### src/i2c_slave_pkg.sv
package i2c_slave_pkg;
    // register byte offsets
    localparam logic [7:0] OFF_CTRL = 8'h00;
    localparam logic [7:0] OFF_ADDR = 8'h04;
    localparam logic [7:0] OFF_STAT = 8'h08;
    localparam logic [7:0] OFF_CLR_RD = 8'h0C;
    localparam logic [7:0] OFF_CLR_WR = 8'h10;
    localparam logic [7:0] OFF_IRQ_STAT = 8'h14;
    localparam logic [7:0] OFF_IRQ_MASK = 8'h18;
    localparam logic [7:0] OFF_BUF = 8'h1C;
    localparam logic [7:0] OFF_TX = 8'h20;
    localparam logic [7:0] OFF_RX = 8'h24;
    localparam logic [7:0] OFF_COUNT = 8'h28;
    localparam logic [7:0] OFF_PWR = 8'h2C;
    // control register fields
    localparam int CTRL_ENABLE = 0;
    localparam int CTRL_WAKE_EN = 1;
    localparam int CTRL_SLEEP = 2;
    localparam int CTRL_MASTER_EN = 3;
    localparam int CTRL_RDBUF_OK = 4;
    localparam int CTRL_WRBUF_OK = 5;
    localparam int CTRL_INT_EN = 6;
    localparam int CTRL_W = 7;
    localparam logic [6:0] CTRL_RESET = 7'h00;
    localparam logic [6:0] ADDR_RESET = 7'h08;
    // slave flag fields, read flags in [2:0], write flags in [5:3]
    localparam int FLAG_DONE = 0;
    localparam int FLAG_ACTIVE = 1;
    localparam int FLAG_OVERRUN = 2;
    localparam int WR_FLAG_POS = 3;
    // interrupt status fields
    localparam int IRQ_RD_DONE = 0;
    localparam int IRQ_WR_DONE = 1;
    localparam int IRQ_RD_OVF = 2;
    localparam int IRQ_WR_OVF = 3;
    localparam int IRQ_WAKE = 4;
    localparam int IRQ_W = 5;
    // power status fields
    localparam int PWR_ASLEEP = 0;
    localparam int PWR_MASTER = 1;
    localparam int PWR_BACKUP = 2;
    localparam int PWR_WAKE = 3;
    // byte sent when no transmit data is available
    localparam logic [7:0] IDLE_BYTE = 8'hFF;
    localparam logic [2:0] LAST_BIT = 3'h7;

    typedef enum {
        S_IDLE, S_ADDR, S_ADDR_DEC, S_HOLD, S_ADDR_ACK, S_WR_BIT, S_WR_DEC,
        S_WR_ACK, S_RD_BIT, S_RD_ACK, S_RD_ACKD, S_WAIT
    } state_e;
endpackage

### src/i2c_slave_ctrl.sv
`timescale 1ns/1ns
// Notes on behaviour
// - stopping the interface releases a held bus and returns to idle.
// - read-done flag sets when the master NAKs a transmitted byte.
// - read-active flag sets on read addressing, clears when read-done sets.
// - read-overrun flag sets when master reads beyond available transmit bytes.
// - write-done flag sets on a Stop ending a write addressed here.
// - write-active flag sets on write addressing, clears when write-done sets.
// - a byte written past the buffer end is NAKed and flags write-overrun.
// - clear-read returns and clears read flags only; clear-write likewise.
// - own address is programmable 0..127; respond only on a match.
// - with wake enabled, sleep waits for the current own transaction.
// - with wake enabled, pending sleep NAKs every later own transaction.
// - while asleep with wake enabled, an address match raises wake.
// - entering sleep with wake enabled parks master, enables backup regulator.
// - leaving sleep restores master only if it was on, drops backup.
// - waking transaction stays stretched until sleep is left with the interrupt enabled.
// - without a transmit buffer every read byte is 0xFF.
// - own address held as a 7-bit value without the direction bit.
module i2c_slave_ctrl #(
    parameter int CNT_W = 8
) (
    input wire logic pclk,
    input wire logic presetn,
    input wire logic psel,
    input wire logic penable,
    input wire logic pwrite,
    input wire logic [7:0] paddr,
    input wire logic [31:0] pwdata,
    output logic [31:0] prdata,
    output logic pready,
    output logic pslverr,
    input wire logic scl_i,
    input wire logic sda_i,
    output logic scl_o,
    output logic scl_oe,
    output logic sda_o,
    output logic sda_oe,
    output logic irq,
    output logic wake_event,
    output logic master_active,
    output logic backup_reg_en
);
    i2c_slave_pkg::state_e state;
    logic scl_m, scl_s, scl_q, sda_m, sda_s, sda_q;
    logic [2:0] bit_cnt;
    logic [7:0] shift, tx_shift, rx_data, tx_data;
    logic [6:0] ctrl, own_addr;
    logic [2:0] rd_flags, wr_flags;
    logic [i2c_slave_pkg::IRQ_W-1:0] irq_stat, irq_mask;
    logic [CNT_W-1:0] rd_size, wr_size, rd_count, wr_count;
    logic reading, engaged, asleep, saved_master;

    // pin synchronisers, then one more stage for edge detection
    always_ff @(posedge pclk or negedge presetn) begin
        if (!presetn) begin
            {scl_m, scl_s, scl_q} <= 3'h7;
            {sda_m, sda_s, sda_q} <= 3'h7;
        end else begin
            {scl_m, scl_s, scl_q} <= {scl_i, scl_m, scl_s};
            {sda_m, sda_s, sda_q} <= {sda_i, sda_m, sda_s};
        end
    end

    // bus conditions
    wire scl_rise = scl_s & ~scl_q;
    wire scl_fall = ~scl_s & scl_q;
    wire start_cond = scl_s & scl_q & sda_q & ~sda_s;
    wire stop_cond = scl_s & scl_q & ~sda_q & sda_s;

    // control decode
    wire wake_en = ctrl[i2c_slave_pkg::CTRL_WAKE_EN];
    wire sleep_req = ctrl[i2c_slave_pkg::CTRL_SLEEP];
    wire rd_buf_ok = ctrl[i2c_slave_pkg::CTRL_RDBUF_OK];
    wire wr_buf_ok = ctrl[i2c_slave_pkg::CTRL_WRBUF_OK];
    wire int_en = ctrl[i2c_slave_pkg::CTRL_INT_EN];
    wire run = ctrl[i2c_slave_pkg::CTRL_ENABLE] & ~(asleep & ~wake_en);

    // sleep sequencing
    wire in_idle = (state == i2c_slave_pkg::S_IDLE);
    wire enter_sleep = sleep_req & ~asleep & (~wake_en | (~engaged & in_idle));
    wire leave_sleep = ~sleep_req & asleep;
    wire nak_sleep = sleep_req & wake_en & ~asleep;
    wire resume = ~asleep & int_en;

    // address decision and per-byte events
    wire addr_hit = (shift[7:1] == own_addr);
    wire dec_fall = (state == i2c_slave_pkg::S_ADDR_DEC) & scl_fall;
    wire ack_addr = addr_hit & ~nak_sleep & (shift[0] | wr_buf_ok | asleep);
    wire ev_rd_start = dec_fall & ack_addr & shift[0];
    wire ev_wr_start = dec_fall & ack_addr & ~shift[0];
    wire ev_wake = dec_fall & ack_addr & asleep & wake_en;
    wire wr_full = (wr_count >= wr_size);
    wire wr_dec_fall = (state == i2c_slave_pkg::S_WR_DEC) & scl_fall;
    wire ev_wr_ovf = wr_dec_fall & wr_full;
    wire ev_wr_done = stop_cond & engaged & ~reading;
    wire ev_rd_done = (state == i2c_slave_pkg::S_RD_ACK) & scl_rise & sda_s;
    wire rd_over = (rd_count >= rd_size);
    wire ld_byte = scl_fall & (((state == i2c_slave_pkg::S_ADDR_ACK) & reading)
        | (state == i2c_slave_pkg::S_RD_ACKD));
    wire ev_rd_ovf = ld_byte & rd_buf_ok & rd_over;
    wire [7:0] next_byte = (~rd_buf_ok | rd_over) ? i2c_slave_pkg::IDLE_BYTE : tx_data;

    // protocol engine; stop and start win over any bit state
    always_ff @(posedge pclk or negedge presetn) begin
        if (!presetn) begin
            state <= i2c_slave_pkg::S_IDLE;
            bit_cnt <= 3'h0;
            shift <= 8'h00;
            tx_shift <= 8'h00;
            sda_oe <= 1'b0;
            scl_oe <= 1'b0;
            reading <= 1'b0;
            engaged <= 1'b0;
        end else if (!run) begin
            state <= i2c_slave_pkg::S_IDLE;
            sda_oe <= 1'b0;
            scl_oe <= 1'b0;
            engaged <= 1'b0;
        end else if (stop_cond) begin
            state <= i2c_slave_pkg::S_IDLE;
            sda_oe <= 1'b0;
            scl_oe <= 1'b0;
            engaged <= 1'b0;
        end else if (start_cond) begin
            state <= i2c_slave_pkg::S_ADDR;
            bit_cnt <= 3'h0;
            sda_oe <= 1'b0;
            engaged <= 1'b0;
        end else begin
            case (state)
                i2c_slave_pkg::S_ADDR, i2c_slave_pkg::S_WR_BIT: begin
                    if (scl_rise) begin
                        shift <= {shift[6:0], sda_s};
                        bit_cnt <= bit_cnt + 3'h1;
                        if (bit_cnt == i2c_slave_pkg::LAST_BIT) begin
                            state <= (state == i2c_slave_pkg::S_ADDR) ?
                                i2c_slave_pkg::S_ADDR_DEC : i2c_slave_pkg::S_WR_DEC;
                        end
                    end
                end
                i2c_slave_pkg::S_ADDR_DEC: begin
                    if (scl_fall) begin
                        if (ack_addr) begin
                            sda_oe <= 1'b1;
                            scl_oe <= asleep;
                            reading <= shift[0];
                            engaged <= 1'b1;
                            state <= asleep ? i2c_slave_pkg::S_HOLD : i2c_slave_pkg::S_ADDR_ACK;
                        end else begin
                            state <= i2c_slave_pkg::S_WAIT;
                        end
                    end
                end
                i2c_slave_pkg::S_HOLD: begin
                    if (resume) begin
                        scl_oe <= 1'b0;
                        state <= i2c_slave_pkg::S_ADDR_ACK;
                    end
                end
                i2c_slave_pkg::S_ADDR_ACK, i2c_slave_pkg::S_RD_ACKD: begin
                    if (scl_fall) begin
                        bit_cnt <= 3'h0;
                        if (ld_byte) begin
                            tx_shift <= next_byte;
                            sda_oe <= ~next_byte[7];
                            state <= i2c_slave_pkg::S_RD_BIT;
                        end else begin
                            sda_oe <= 1'b0;
                            state <= i2c_slave_pkg::S_WR_BIT;
                        end
                    end
                end
                i2c_slave_pkg::S_WR_DEC: begin
                    if (scl_fall) begin
                        sda_oe <= ~wr_full;
                        state <= wr_full ? i2c_slave_pkg::S_WAIT : i2c_slave_pkg::S_WR_ACK;
                    end
                end
                i2c_slave_pkg::S_WR_ACK: begin
                    if (scl_fall) begin
                        sda_oe <= 1'b0;
                        bit_cnt <= 3'h0;
                        state <= i2c_slave_pkg::S_WR_BIT;
                    end
                end
                i2c_slave_pkg::S_RD_BIT: begin
                    if (scl_fall) begin
                        if (bit_cnt == i2c_slave_pkg::LAST_BIT) begin
                            sda_oe <= 1'b0;
                            state <= i2c_slave_pkg::S_RD_ACK;
                        end else begin
                            tx_shift <= {tx_shift[6:0], 1'b0};
                            sda_oe <= ~tx_shift[6];
                            bit_cnt <= bit_cnt + 3'h1;
                        end
                    end
                end
                i2c_slave_pkg::S_RD_ACK: begin
                    if (scl_rise) begin
                        state <= sda_s ? i2c_slave_pkg::S_WAIT : i2c_slave_pkg::S_RD_ACKD;
                    end
                end
                default: begin
                    sda_oe <= 1'b0;
                end
            endcase
        end
    end

    // apb decode; the answer is registered with no wait state
    wire setup = psel & ~penable;
    wire acc_wr = psel & penable & pwrite & pready;
    wire acc_rd = psel & penable & ~pwrite & pready;
    wire sel_clr_rd = (paddr == i2c_slave_pkg::OFF_CLR_RD);
    wire sel_clr_wr = (paddr == i2c_slave_pkg::OFF_CLR_WR);
    wire sel_irq = (paddr == i2c_slave_pkg::OFF_IRQ_STAT);
    wire clr_rd = acc_rd & sel_clr_rd;
    wire clr_wr = acc_rd & sel_clr_wr;
    wire clr_irq = acc_rd & sel_irq;
    wire [3:0] pwr_view = {wake_event, backup_reg_en, master_active, asleep};
    wire mapped = (paddr[1:0] == 2'h0) && (paddr <= i2c_slave_pkg::OFF_PWR);
    logic [31:0] rdata;
    always_comb begin
        case (paddr)
            i2c_slave_pkg::OFF_CTRL: rdata = {25'h0, ctrl};
            i2c_slave_pkg::OFF_ADDR: rdata = {25'h0, own_addr};
            i2c_slave_pkg::OFF_STAT: rdata = {26'h0, wr_flags, rd_flags};
            i2c_slave_pkg::OFF_CLR_RD: rdata = {29'h0, rd_flags};
            i2c_slave_pkg::OFF_CLR_WR: rdata = {29'h0, wr_flags};
            i2c_slave_pkg::OFF_IRQ_STAT: rdata = {27'h0, irq_stat};
            i2c_slave_pkg::OFF_IRQ_MASK: rdata = {27'h0, irq_mask};
            i2c_slave_pkg::OFF_BUF: rdata = {16'h0, 8'(wr_size), 8'(rd_size)};
            i2c_slave_pkg::OFF_TX: rdata = {24'h0, tx_data};
            i2c_slave_pkg::OFF_RX: rdata = {24'h0, rx_data};
            i2c_slave_pkg::OFF_COUNT: rdata = {16'h0, 8'(wr_count), 8'(rd_count)};
            i2c_slave_pkg::OFF_PWR: rdata = {28'h0, pwr_view};
            default: rdata = 32'h0;
        endcase
    end

    // bus answer flops
    always_ff @(posedge pclk or negedge presetn) begin
        if (!presetn) begin
            pready <= 1'b0;
            pslverr <= 1'b0;
            prdata <= 32'h0;
        end else begin
            pready <= setup;
            pslverr <= setup & ~mapped;
            prdata <= setup ? rdata : 32'h0;
        end
    end

    // software-written registers; a clear of the counts restarts both buffers
    always_ff @(posedge pclk or negedge presetn) begin
        if (!presetn) begin
            ctrl <= i2c_slave_pkg::CTRL_RESET;
            own_addr <= i2c_slave_pkg::ADDR_RESET;
            irq_mask <= '0;
            rd_size <= '0;
            wr_size <= '0;
            tx_data <= 8'h00;
        end else if (acc_wr) begin
            case (paddr)
                i2c_slave_pkg::OFF_CTRL: ctrl <= pwdata[i2c_slave_pkg::CTRL_W-1:0];
                i2c_slave_pkg::OFF_ADDR: own_addr <= pwdata[6:0];
                i2c_slave_pkg::OFF_IRQ_MASK: irq_mask <= pwdata[i2c_slave_pkg::IRQ_W-1:0];
                i2c_slave_pkg::OFF_BUF: begin
                    rd_size <= CNT_W'(pwdata[7:0]);
                    wr_size <= CNT_W'(pwdata[15:8]);
                end
                i2c_slave_pkg::OFF_TX: tx_data <= pwdata[7:0];
                default: tx_data <= tx_data;
            endcase
        end
    end

    // buffer counters and received byte
    wire clr_cnt = acc_wr & (paddr == i2c_slave_pkg::OFF_COUNT);
    always_ff @(posedge pclk or negedge presetn) begin
        if (!presetn) begin
            rd_count <= '0;
            wr_count <= '0;
            rx_data <= 8'h00;
        end else begin
            if (clr_cnt) rd_count <= '0;
            else if (ld_byte & rd_buf_ok & ~rd_over) rd_count <= rd_count + 1'b1;
            if (clr_cnt) wr_count <= '0;
            else if (wr_dec_fall & ~wr_full) wr_count <= wr_count + 1'b1;
            if (wr_dec_fall & ~wr_full) rx_data <= shift;
        end
    end

    // sticky slave flags; a new event wins over the clear of returned bits
    wire [2:0] rd_set = {ev_rd_ovf, ev_rd_start, ev_rd_done};
    wire [2:0] wr_set = {ev_wr_ovf, ev_wr_start, ev_wr_done};
    wire [2:0] rd_drop = (clr_rd ? prdata[2:0] : 3'h0) | {1'b0, ev_rd_done, 1'b0};
    wire [2:0] wr_drop = (clr_wr ? prdata[2:0] : 3'h0) | {1'b0, ev_wr_done, 1'b0};
    wire [2:0] next_rd_flags = (rd_flags & ~rd_drop) | rd_set;
    wire [2:0] next_wr_flags = (wr_flags & ~wr_drop) | wr_set;
    wire [4:0] irq_ev = {ev_wake, ev_wr_ovf, ev_rd_ovf, ev_wr_done, ev_rd_done};
    wire [4:0] irq_drop = clr_irq ? prdata[4:0] : 5'h0;
    always_ff @(posedge pclk or negedge presetn) begin
        if (!presetn) begin
            rd_flags <= 3'h0;
            wr_flags <= 3'h0;
            irq_stat <= '0;
            irq <= 1'b0;
        end else begin
            rd_flags <= next_rd_flags;
            wr_flags <= next_wr_flags;
            irq_stat <= (irq_stat & ~irq_drop) | irq_ev;
            irq <= |(irq_stat & irq_mask);
        end
    end

    // sleep state, master parking and backup regulator
    always_ff @(posedge pclk or negedge presetn) begin
        if (!presetn) begin
            asleep <= 1'b0;
            saved_master <= 1'b0;
            master_active <= 1'b0;
            backup_reg_en <= 1'b0;
            wake_event <= 1'b0;
        end else if (enter_sleep) begin
            asleep <= 1'b1;
            if (wake_en) begin
                saved_master <= master_active;
                master_active <= 1'b0;
                backup_reg_en <= 1'b1;
            end
        end else if (leave_sleep) begin
            asleep <= 1'b0;
            wake_event <= 1'b0;
            if (wake_en) begin
                master_active <= saved_master;
                backup_reg_en <= 1'b0;
            end
        end else begin
            if (ev_wake) wake_event <= 1'b1;
            if (!asleep) master_active <= ctrl[i2c_slave_pkg::CTRL_MASTER_EN];
        end
    end

    // open-drain data values: only ever pulled low
    always_ff @(posedge pclk or negedge presetn) begin
        if (!presetn) begin
            scl_o <= 1'b0;
            sda_o <= 1'b0;
        end else begin
            scl_o <= 1'b0;
            sda_o <= 1'b0;
        end
    end
endmodule

### config.mk
export PLATFORM = sky130hd
export DESIGN_NAME = i2c_slave_ctrl
export DESIGN_NICKNAME = d
export VERILOG_FILES = /design/src/i2c_slave_pkg.sv /design/src/i2c_slave_ctrl.sv
export SDC_FILE = /design/constraint.sdc
export NUM_CORES = 1
export LEC_CHECK = 0
export BUFFER_PORTS_ARGS = -buffer_cell sky130_fd_sc_hd__buf_4
export CAP_MARGIN = 20
export CORE_MARGIN = 2
export CORE_UTILIZATION = 46
export CTS_BUF_LIST = sky130_fd_sc_hd__clkbuf_8
export DETAILED_ROUTE_END_ITERATION = 10
export MAX_ROUTING_LAYER = met4
export PLACE_DENSITY = 0.68
export REMOVE_ABC_BUFFERS = 1
export SETUP_SLACK_MARGIN = 0.02
export SLEW_MARGIN = 5
export SYNTH_ARGS = -nofsm -noshare
export SYNTH_HDL_FRONTEND = slang
export SYNTH_SLANG_ARGS = --single-unit
### constraint.sdc
create_clock -name pclk -period 2.35 [get_ports pclk]
set_input_delay 0.235 -clock pclk [delete_from_list [all_inputs] [get_ports pclk]]
set_output_delay 0.235 -clock pclk [all_outputs]
set_load 0.05 [all_outputs]
==> out/results.ini <==
[synth]
ys_seq_area_frac = 0.468
ys_types = 77
ys_async_sr_fraction = 1.00
synthCells = 695
synth-seq-cells = 134
ys_warn_count = 0
syn_area_um2 = 7180
synth_edf_count = 0
avgSynthCellArea_um2 = 10.3
synth-main-ff-cell = dfrtp_1

[floorplan]
ioPinCount = 89
die_x_um = 129
core_um2 = 15200
fp.dieH_um = 129
start_util = 0.472
die-area_um2 = 16600
rows = 45

[critical_path]
startpoint_type = flip-flop
end_kind = flip-flop
worstPathArrival_ns = 2.58
cp.required_ns = 2.69
cp_max_fo = 10
critical_path_class = flip-flop to flip-flop

[sta]
tightest_slew_ns = 0.545
tns_ns = 0
rsz0062_at_grt = true
slew_violations = 0
fmax_ghz = 0.446
min_period_ns = 2.24
hold_viol_final = 0
finalSetupViolCount = 0
relSlewSlack = 0.634
period_share = 0.953
clock_skew_ns = 0.0107
whs_ns = 0.0610

[drt]
post_drt_via_cell_ratio = 5.88
routed_wl_um = 19700
drtIter0Drc = 527
first_pass_iters = 5
antenna_left = 0
vias = 5934
wire_per_inst_um = 19.5
route.detailed.drc = 0

[cells_and_area]
post_route_cells_drive_above_1_share = 0.257
final_cell_mix = dfrtp_1 (127), buf_4 (104), nand2_1 (71)
area_growth_pct = 20.0
final_nets = 876
final_common_cell = dfrtp_1
antenna_cells = 0

[cts]
numCtsBuffers = 17
clock-root-buffer = clkbuf_8
clk_latency_ns = 0.47
clkTransAtPathRegs_ns = 0.08
cts_sinks = 134
h-tree-depth = 4
cts_max_path_buffers = 2
cts_tree = built

[global_routing]
grt_first_pass_wirelength_um = 31600
grt_max_degree = 59
grt_pass1_vias = 5868
gr-usage-all-layers = 0.258
antenna_found_initial = 0
grt_overflow = 0

[pwr]
ir_drop_mv = 0.438
p_per_area_nw_per_um2 = 533
power.leakage_nw = 4.03

[flow_run]
drv_cap = 0

[placement]
dp_hpwl_um = 14600
gp_congestion = 0.928
portBuffers = 54

[hold_path]
hold_class = input pin to flip-flop

[outcome]
run_status = finished clean

final timing paths:
path                                  start           to  slack (ns)  depth (start not counted)
min in group asynchronous           presetn       pready        0.29                          2
worst min register to register        scl_m        scl_s        0.36                          0
worst max register to register  wr_count[6]   rx_data[6]        0.11                          5
worst min-delay path              pwdata[2]   rd_size[2]        0.06                          3
worst max-delay path            wr_count[6]   rx_data[6]        0.11                          5
max in group asynchronous           presetn  own_addr[3]        1.29                          3
layout make-up:
type                       count  area, um2
clock buffer                  22        303
clock inverter                10       80.1
fill                        1326       6590
inverter                      30        113
multi-input combinational    504       3540
sequential                   134       3360
tap                          188        235
timing repair buffer         122        982
cell usage after synthesis (all sizes together), types with 17 or more instances:
cell type	number	share of area
mux2	49	0.077
nand2	71	0.037
inv	30	0.016
buf	32	0.028
a22oi	17	0.018
ha	20	0.035
a21oi	26	0.020
nor3	18	0.018
o21ai	40	0.028
dfrtp	127	0.44
nor2	54	0.028
metrics by stage:
| stage | setup slack [ns] | cell area, um2 | util | total power [mW] | std cells |
|---|---|---|---|---|---|
| global placement | 0.0959 | 8050 | 0.530 | 2.73 | 961 |
| floorplan | -0.687 | 7000 | - | 2.56 | 668 |
| detailed placement | 0.0540 | 8050 | 0.530 | 2.74 | 961 |
| global route | 0.00716 | 8620 | 0.567 | 4.75 | 1010 |
| CTS | 0.0329 | 8590 | 0.565 | 4.62 | 1008 |
| finish | 0.110 | 8620 | 0.567 | 4.59 | 1010 |
kinds of logic after synthesis:
kind of cell | synth area share
other cells | 0.000522
mux | 0.0911
buf+inv | 0.0503
xor+xnor | 0.0244
flops | 0.468
compound gates | 0.168
simple gates | 0.162
fa+ha+maj | 0.0348
report_power, final:
group	leakage, nW	switching [mW]	internal, mW
Clock	0.199	0.914	0.960
Sequential	1.66	0.0254	2.33
Combinational	2.17	0.247	0.114
layer usage:
| layer | vias to the layer above | global-route usage | wire [um] |
|---|---|---|---|
| met5 | - | - | 0 |
| met4 | 0 | 0.0735 | 347 |
| met3 | 33 | 0.0549 | 1150 |
| met2 | 213 | 0.390 | 9140 |
| met1 | 2962 | 0.352 | 9030 |
| li1 | 2726 | - | - |
registers in the layout, indices dropped and copies added (netlist names), 3 cells and up:
register / cells
prdata: 16
wr_count: 8
rd_count: 8
ctrl: 7
wr_size: 8
rx_data: 8
irq_stat: 5
rd_flags: 3
own_addr: 7
wr_flags: 3
tx_data: 8
rd_size: 8
state: 4
irq_mask: 5
shift: 8
tx_shift: 7
bit_cnt: 3
worst max-delay path, cell delays in order, from the launching register on:
cell,delay [ns]
dfrtp_1,0.43
ha_1,0.31
nand3_1,0.19
o311ai_4,0.56
buf_4,0.29
mux2_1,0.35
timing repair:
| action | in CTS | in global routing |
|---|---|---|
| hold endpoints to repair | 62 | 0 |
| gates resized for setup | 0 | 4 |
| endpoints found under the setup margin | 0 | 22 |
| hold buffers | 15 | 0 |
| setup buffers | 0 | 2 |
Note: power is estimated with default switching activity, not from simulation.
